==> config.mk <==
export PLATFORM = sky130hd
export DESIGN_NAME = serial_led_sink_shift_latch
export DESIGN_NICKNAME = d
export VERILOG_FILES = /design/src/led_sink_pkg.sv /design/src/pin_sync.sv /design/src/serial_led_sink_shift_latch.sv
export SDC_FILE = /design/constraint.sdc
export NUM_CORES = 1
export LEC_CHECK = 0
export BUFFER_PORTS_ARGS = -buffer_cell sky130_fd_sc_hd__buf_2
export CORE_ASPECT_RATIO = 0.8
export CORE_MARGIN = 3
export CORE_UTILIZATION = 60
export CTS_CLUSTER_DIAMETER = 30
export DETAILED_ROUTE_END_ITERATION = 8
export PLACE_DENSITY = 0.82
export SETUP_SLACK_MARGIN = 0.2
export SKIP_LAST_GASP = 1
export SYNTH_ARGS = -nofsm -noshare
export SYNTH_HDL_FRONTEND = slang
export SYNTH_SLANG_ARGS = --single-unit
==> constraint.sdc <==
create_clock -name clock -period 5.6 [get_ports clock]
set_input_delay 1.12 -clock clock [delete_from_list [all_inputs] [get_ports clock]]
set_output_delay 1.12 -clock clock [all_outputs]
set_load 0.03 [all_outputs]
==> src/led_sink_pkg.sv <==
// package: constants and carrier types for the serial led sink driver
package led_sink_pkg;
    localparam int CHANNELS = 16;
    localparam int SYNC_STAGES = 2;
    localparam logic [CHANNELS-1:0] STORE_RESET = 16'h0000;
    localparam int SCLK_MAX_KHZ = 25000;
    localparam int CLOCK_KHZ = 10000;

    typedef struct packed {
        logic sclk;
        logic sdata;
        logic strobe;
        logic gate;
    } serial_in_t;

    typedef struct packed {
        logic [CHANNELS-1:0] sink_on;
        logic sdata_out;
    } sink_out_t;
endpackage

==> src/pin_sync.sv <==
// two-flop synchroniser for a group of pins
`timescale 1ns/1ps
module pin_sync #(
    parameter int WIDTH = 4
) (
    // clock and reset
    input wire logic clock,
    input wire logic rst,
    // pins
    input wire logic [WIDTH-1:0] pin_in,
    output logic [WIDTH-1:0] pin_out
);
    logic [WIDTH-1:0] meta_q;
    logic [WIDTH-1:0] sync_q;

    always_ff @(posedge clock or posedge rst) begin
        if (rst) begin
            meta_q <= '0;
            sync_q <= '0;
        end else begin
            meta_q <= pin_in;
            sync_q <= meta_q;
        end
    end

    assign pin_out = sync_q;
endmodule

==> src/serial_led_sink_shift_latch.sv <==
// serial led sink driver: shift register, storage register, output gate
`timescale 1ns/1ps
module serial_led_sink_shift_latch (
    // clock and reset
    input wire logic clock,
    input wire logic rst,
    // serial link pins
    input led_sink_pkg::serial_in_t link_in,
    // sink outputs and cascade
    output led_sink_pkg::sink_out_t sink_out
);
    import led_sink_pkg::*;

    // ****************************************
    // pin synchronisation
    // ****************************************
    serial_in_t link_s;

    pin_sync #(
        .WIDTH($bits(serial_in_t))
    ) u_sync (
        .clock(clock),
        .rst(rst),
        .pin_in(link_in),
        .pin_out(link_s)
    );

    // ****************************************
    // shift and storage registers
    // ****************************************
    logic sclk_prev_q;
    logic sclk_prev_d;
    logic [CHANNELS-1:0] shift_q;
    logic [CHANNELS-1:0] shift_d;
    logic [CHANNELS-1:0] store_q;
    logic [CHANNELS-1:0] store_d;
    logic sclk_fall;

    // clock and data pass the synchroniser side by side, so the bit set
    // together with the fall is the one shifted in
    assign sclk_fall = sclk_prev_q && !link_s.sclk;

    always_comb begin
        sclk_prev_d = link_s.sclk;
        shift_d = shift_q;
        store_d = store_q;
        if (sclk_fall) begin
            shift_d = {shift_q[CHANNELS-2:0], link_s.sdata};
        end
        if (link_s.strobe) begin
            store_d = shift_q;
        end
        // strobe low: storage held
    end

    always_ff @(posedge clock or posedge rst) begin
        if (rst) begin
            sclk_prev_q <= 1'b0;
            shift_q <= STORE_RESET;
            store_q <= STORE_RESET;
        end else begin
            sclk_prev_q <= sclk_prev_d;
            shift_q <= shift_d;
            store_q <= store_d;
        end
    end

    // ****************************************
    // per channel sink gating
    // ****************************************
    // one sink per storage bit, dark whenever the gate is low
    logic [CHANNELS-1:0] sink_gated;

    for (genvar ch = 0; ch < CHANNELS; ch++) begin : g_chan
        assign sink_gated[ch] = store_q[ch] && link_s.gate;

    end

    // ****************************************
    // output stage
    // ****************************************
    sink_out_t out_q;
    sink_out_t out_d;

    always_comb begin
        out_d.sdata_out = shift_q[CHANNELS-1];
        out_d.sink_on = sink_gated;
    end

    always_ff @(posedge clock or posedge rst) begin
        if (rst) begin
            out_q <= '0;
        end else begin
            out_q <= out_d;
        end
    end

    assign sink_out = out_q;
endmodule

After elaboration in Yosys (flattened, before gate mapping)

Cells that the tools add are included.

Bits in registers: 58
Bits of input ports: 6
Output and inout port bits: 17
Logic and storage cells: 25

Reduce and logical (&&, ||, !) cells: 18

Operator list:

| operator          | count |
|---|---|
| logical AND 1 bit | 17 |
| zero test 1 bit   | 1 |

Longest topological paths before layout

Gate-level depths: netlist of the first run.

Depth in word-level cells: 2
Gate-level depth with buffers: 4
Depth with buffers taken out: 2

Modules after synthesis

From an unflattened synthesis of the first run, not the netlist that was laid out.

Cells, all modules: 114
Area, all modules: 2,018.2 µm²

Modules (own cells, without submodules):

| module                      | instances | cells each | area each (µm²) |
|---|---|---|---|
| serial_led_sink_shift_latch | 1         | 105        | 1,814.2 |
| pin_sync                    | 1         | 9          | 203.9 |

Worst setup path before layout of the first run

OpenSTA, ideal clock, no wires.

Path type: register to output
Start: register out_q, in the netlist sink_out[0]
End: output port sink_out[0] (netlist bit)
Arrival time: 0.467 ns
Required time: 4.480 ns
Path slack: 4.013 ns
Stages on the path, launching flop included: 1
Cell sequence: dfrtp_1

RTL lines:

| element                  | RTL line                          | RTL |
|---|---|---|
| start: declaration       | serial_led_sink_shift_latch.sv:82 | `sink_out_t out_q;` |
| start signal: assignment | serial_led_sink_shift_latch.sv:94 | `out_q <= out_d;` |
| end: declaration         | serial_led_sink_shift_latch.sv:10 | `output led_sink_pkg::sink_out_t sink_out` |

No word-level cell between the ends.

Final worst setup path of the first run

Start: register out_q, in the netlist sink_out[8]
End: output port sink_out[8] (netlist bit)

No word-level cell between the ends.

==> qor.yml, run 1 <==
drive_above_1_share_pct: 46.2
ctsHtreeMaxLevel: 3
post-route-min-period_ns: 1.98
average_cell_area_after_synthesis_um2: 17.8
post-cts-setup-buffer-count: 0
cts-resized-gates: 0
final.setup.worst_slack_ns: 3.62
synth_common_cells: "58 x dfrtp_1, 22 x mux2_2, 16 x and2_1"
gpl.final_weighted_congestion: 0.694
drtIter0Drc: 46
post-synth-top-area-cell: "dfrtp_1"
synth_enable_flop_cells: 0
critical_path.cell_chain: "buf_2"
clock-skew-final_ns: 0.00868
grt_pass1_vias: 1050
total_area_of_multi_input_combinational_cells_um2: 512
synthesis.yosys.warnings: 0
worstPathRequired_ns: 4.48
cts.root.buffer_cell: "clkbuf_8"
synthesis.instances: 113
ioPinCount: 23
min_period_over_period_pct: 35.3
synth_area_um2: 2010
insertion_delay_ns: 0.32
max_clock_freq_mhz: 506
effective_utilization_at_floorplan_pct: 63.9
cpMaxStageDelayCell: "dfrtp_1"
final_hold_viol_count: 0
placeableCoreArea_um2: 3150
cts_max_path_buffers: 2
first_pass_grt_wire_length_um: 4980
worstSetupPathType: "flip-flop to output pin"
relSlewSlack_pct: 25.6
tightestPinTransition_ns: 1.11
gr-total-overflow: 0
synth_area_leaders: "dfrtp_1 72%, mux2_2 12%, mux2_4 7.5%, and2_1 5.0%, buf_12 0.99%"
hold_path.class: "flip-flop to flip-flop"
critical_path.endpoint_type: "output pin"
critPathTopFamily: "flip-flops"
netlist.area_leader.share_pct: 72.0
synth.distinct_cells: 11
cts-buffers-inserted: 9
route.vias.total: 930
number_of_buffers_and_inverters_on_the_critical_path: 1
grt_util_all_layers_pct: 17.0
maxCapViolCount: 0
synth_nets: 119
place.detailed.instances: 170
number_of_synthesized_register_bits: 58
area_delta_synth_final_pct: 12.5
vdd.ir_drop.worst_v: 0.000304
power_uw: 1120
final_max_slew_viol_count: 0
post-route-util_pct: 71.9
finalSetupTns_ns: 0
ff_latch_area_um2: 1450
dp_slack_ns: 3.40
vias_per_cell: 5.08
startpoint_type: "flip-flop"
dieArea_um2: 4090
yosys.cell_count.top_type: "dfrtp_1"
maximum_number_of_pins_on_one_net_before_global_route_repair: 59
clock-sinks: 58
cts_tree: "yes"
ant_nets: 0
dominantRegCellSynth: "dfrtp_1"
placement.io_buffers: 22
power_per_cell_area_nw_per_um2: 496
grt_setup_unrepaired: "false"
chipWidth_um: 70.8
core.rowCount: 18
dp_hpwl_um: 1660
antenna_found_initial: 0
setup-violations-final: 0
number_of_iterations_in_the_first_detailed_routing_pass: 5
leakagePower_uw: 0.00116
fin_nets: 147
route.detailed.wl_per_inst_um: 15.1
synth_async_sr_flop_share_pct: 100
arrival_ns: 0.86
cts_hold_repair.buffers: 0
remaining_drc_errors: 0
final-instance-count-excl-fill: 183
max_stage_delay_ns: 0.36
status: "finished, final reports clean"
cp_max_fo: 1
die-height_um: 57.8
clk_pin_slew_worst_setup_hold_paths_ns: 0.05
finalWirelength_um: 2760
layout.filler_cells: 201
sequential_cell_area_fraction_in_the_yosys_report_pct: 72.0
antenna_cells: 0
metal layers:
layer	GRT usage (%)	routed length (um)	vias to the layer above
met2	25.0	1330	27
li1	-	-	428
met4	7.77	11	0
met3	10.2	190	2
met5	0	0	-
met1	20.2	1230	473
path summary, 6_finish.rpt:
| kind | from | slack [ns] | cells after the start | endpoint |
|---|---|---|---|---|
| worst max-delay path | sink_out[8] | 3.62 | 1 | sink_out[8] |
| worst min-delay path | u_sync.meta_q[2] | 0.34 | 0 | u_sync.pin_out[2] |
| worst max register to register | u_sync.pin_out[1] | 4.29 | 1 | store_q[15] |
| worst min register to register | u_sync.meta_q[2] | 0.34 | 0 | u_sync.pin_out[2] |
| max in group asynchronous | rst | 3.83 | 2 | store_q[1] |
| min in group asynchronous | rst | 1.08 | 2 | shift_q[8] |
area by class of cell:
type / count / share of cell area (%)
tap: 40 / 2.21
multi-input combinational: 49 / 22.6
clock buffer: 12 / 5.96
sequential: 58 / 64.0
inverter: 1 / 0.166
clock inverter: 1 / 0.221
timing repair buffer: 22 / 4.86
cell families after synthesis:
family                 share of synthesized area, %
multiplexers                                   19.8
flip-flops                                     72.0
buffers and inverters                          2.55
AND/OR/NAND/NOR                                5.65
flip-flops by register name (all words and copies together) (netlist names):
name            flops
sclk_prev_q         1
shift_q            16
sink_out           17
store_q            16
u_sync.meta_q       4
u_sync.pin_out      4
cell usage in the layout, fill, tap and decap left out:
cell / instances
buf_2: 22
mux2_2: 22
nand2b_4: 1
dfrtp_1: 58
clkbuf_1: 3
clkbuf_8: 9
clkinv_2: 1
inv_2: 1
and2_1: 16
mux2_4: 10
metrics by stage:
step | hold WS (ns) | instance area, um2
2_1_floorplan | 0.331 | 2010
3_3_place_gp | 0.334 | 2130
3_5_place_dp | 0.336 | 2130
4_1_cts | 0.348 | 2270
5_1_grt | 0.357 | 2270
6_report | 0.345 | 2270
report_power, final:
part	switching, uW	internal [uW]	total [uW]
combinational	103	121	224
clock	136	152	289
sequential	69.4	542	611
total	309	816	1120
(Power assumes the default switching activity.)
==> inputs of run 2 (changes only) <==
Settings changed: CORE_UTILIZATION 60 to 56, PLACE_DENSITY 0.82 to 0.77.
Clock period 5.6 ns to 1.9 ns, I/O delays scaled along.
==> qor.yml, run 2 (synthesized netlist as in run 1, its figures left out) <==
number_of_iterations_in_the_first_detailed_routing_pass: 2  # was 5
clock-skew-final_ns: 0.00669  # was 0.00868 ns
max_clock_freq_mhz: 774
finalWirelength_um: 2760  # about the same
worstSetupPathType: "flip-flop to flip-flop"  # was flip-flop to output pin
route.vias.total: 952  # was 930
relSlewSlack_pct: 55.7  # was 25.6%
startpoint_type: "flip-flop"  # unchanged
cts-buffers-inserted: 9  # unchanged
leakagePower_uw: 0.00119  # was 0.00116 uW
hold_path.class: "primary input to asynchronous set/reset pin"  # was flip-flop to flip-flop
ctsHtreeMaxLevel: 3  # unchanged
effective_utilization_at_floorplan_pct: 61.7  # was 63.9%
antenna_cells: 0  # unchanged
vdd.ir_drop.worst_v: 0.000750  # was 0.000304 V
antenna_found_initial: 0  # unchanged
grt_setup_unrepaired: "false"  # unchanged
status: "finished, final reports clean"  # unchanged
clk_pin_slew_worst_setup_hold_paths_ns: 0.06  # was 0.05 ns
maximum_number_of_pins_on_one_net_before_global_route_repair: 29  # was 59
rr_endpoint: "store_q[15]"  # unchanged
final_hold_viol_count: 0  # unchanged
ff2ff_path_depth: 1  # unchanged
max_stage_delay_ns: 0.76  # was 0.36 ns
insertion_delay_ns: 0.33  # was 0.32 ns
grt_met2_usage_pct: 24.8  # was 25.0%
cts-resized-gates: 0  # unchanged
worstPathRequired_ns: 2.11  # was 4.48 ns
fin_nets: 149  # was 147
place_area_um2: 2160  # was 2130 um2
finalSetupTns_ns: 0  # unchanged
gpl.final_weighted_congestion: 0.717  # was 0.694
final_max_slew_viol_count: 0  # unchanged
clock-sinks: 58  # unchanged
ant_nets: 0  # unchanged
drive_above_1_share_pct: 49.0  # was 46.2%
die-height_um: 59.6  # was 57.8 um
placement.io_buffers: 22  # unchanged
final_cell_area_um2: 2330  # was 2270 um2
critical_path.endpoint_type: "flip-flop"  # was output pin
cts.root.buffer_cell: "clkbuf_8"  # unchanged
largest_reg_flops: 17  # unchanged
cts_max_path_buffers: 2  # unchanged
cp_max_fo: 16  # was 1
post-route-min-period_ns: 1.29
area_delta_synth_final_pct: 15.6  # was 12.5%
grt_util_all_layers_pct: 16.3  # was 17.0%
chipWidth_um: 73.1  # was 70.8 um
layout_common_cells: "58 x dfrtp_1, 22 x mux2_2, 22 x buf_2"  # unchanged
grt-busiest-layer: "met2"  # unchanged
route.detailed.wl_per_inst_um: 14.8  # was 15.1 um
critical_path.cell_chain: "mux2_2"  # was buf_2
use_met1_pct: 18.8  # was 20.2%
ioPinCount: 23  # unchanged
vias_per_cell: 5.09  # was 5.08
tightestPinTransition_ns: 0.665  # was 1.11 ns
gr-total-overflow: 0  # unchanged
remaining_drc_errors: 0  # unchanged
arrival_ns: 1.50  # was 0.86 ns
cpMaxStageDelayCell: "dfrtp_1"  # unchanged
drtIter0Drc: 20  # was 46
cts_tree: "yes"  # unchanged
power_per_cell_area_nw_per_um2: 1470  # was 496 nW/um2
core.rowCount: 18  # unchanged
maxCapViolCount: 0  # unchanged
post-cts-setup-buffer-count: 0  # unchanged
dieArea_um2: 4360  # was 4090 um2
critical_path.reg2reg.startpoint: "u_sync.pin_out[1]"  # unchanged
critPathTopFamily: "flip-flops"  # unchanged
setup-violations-final: 0  # unchanged
cts_hold_repair.buffers: 0  # unchanged
rrSetupSlack_ns: 0.61  # was 4.29 ns
placeableCoreArea_um2: 3270  # was 3150 um2
grt_pass1_vias: 1058  # was 1050
min_period_over_period_pct: 68.0
number_of_buffers_and_inverters_on_the_critical_path: 0  # was 1
first_pass_grt_wire_length_um: 4940  # was 4980 um
grt.met3_usage_pct: 10.0  # was 10.2%
layout_commonest_cell: "dfrtp_1"  # unchanged
## run 2: cell count changes in the layout (fill, tap and decap cells not counted), sizes merged
cell	before	now
clkinv	1	3
inv	1	0
clkinvlp	0	1
buf	22	24
## run 2: power breakdown
| part | switching [uW] | internal, uW | total, uW | leakage (uW) |
|---|---|---|---|---|
| clock network | 428 | 530 | 958 | 0.0000920 |
| registers | 193 | 1600 | 1790 | 0.000733 |
| logic | 308 | 363 | 671 | 0.000367 |
| total | 929 | 2490 | 3420 | 0.00119 |
## run 2: area by class of cell
| type | count | area, um2 |
|---|---|---|
| inverters | 1 | 7.51 |
| clock buffers | 12 | 155 |
| well taps | 40 | 50.0 |
| clock inverters | 3 | 15.0 |
| fillers | 228 | 937 |
| flip-flops and latches | 58 | 1450 |
| repair buffers | 24 | 138 |
| multi-input cells | 49 | 512 |
## run 2: worst max path at each step
| stage | cells after the start | startpoint | to |
|---|---|---|---|
| floorplan | 4 | u_sync.pin_out[3] | shift_q[0] |
| global placement | 1 | u_sync.pin_out[1] | store_q[7] |
| detailed placement | 1 | u_sync.pin_out[1] | store_q[14] |
| CTS | 1 | u_sync.pin_out[1] | store_q[7] |
| global route | 1 | u_sync.pin_out[1] | store_q[7] |
| finish | 1 | u_sync.pin_out[1] | store_q[15] |
## run 2: metal layers
metal | part of all wire, % | wire length [um]
met5 | 0 | 0
met4 | 0.83 | 23
met3 | 7.2 | 200
met2 | 50 | 1380
met1 | 42 | 1160
## run 2: through the flow
stage               setup slack [ns]  cells  power, uW  util (%)  hold WS [ns]
floorplan                      0.745    113       2300         -         0.331
global placement               0.617    172       2450      66.1         0.334
detailed placement             0.603    172       2500      66.1         0.336
CTS                            0.596    187       3470      71.3         0.121
global route                   0.523    187       3620      71.3         0.143
finish                         0.608    187       3420      71.3         0.120
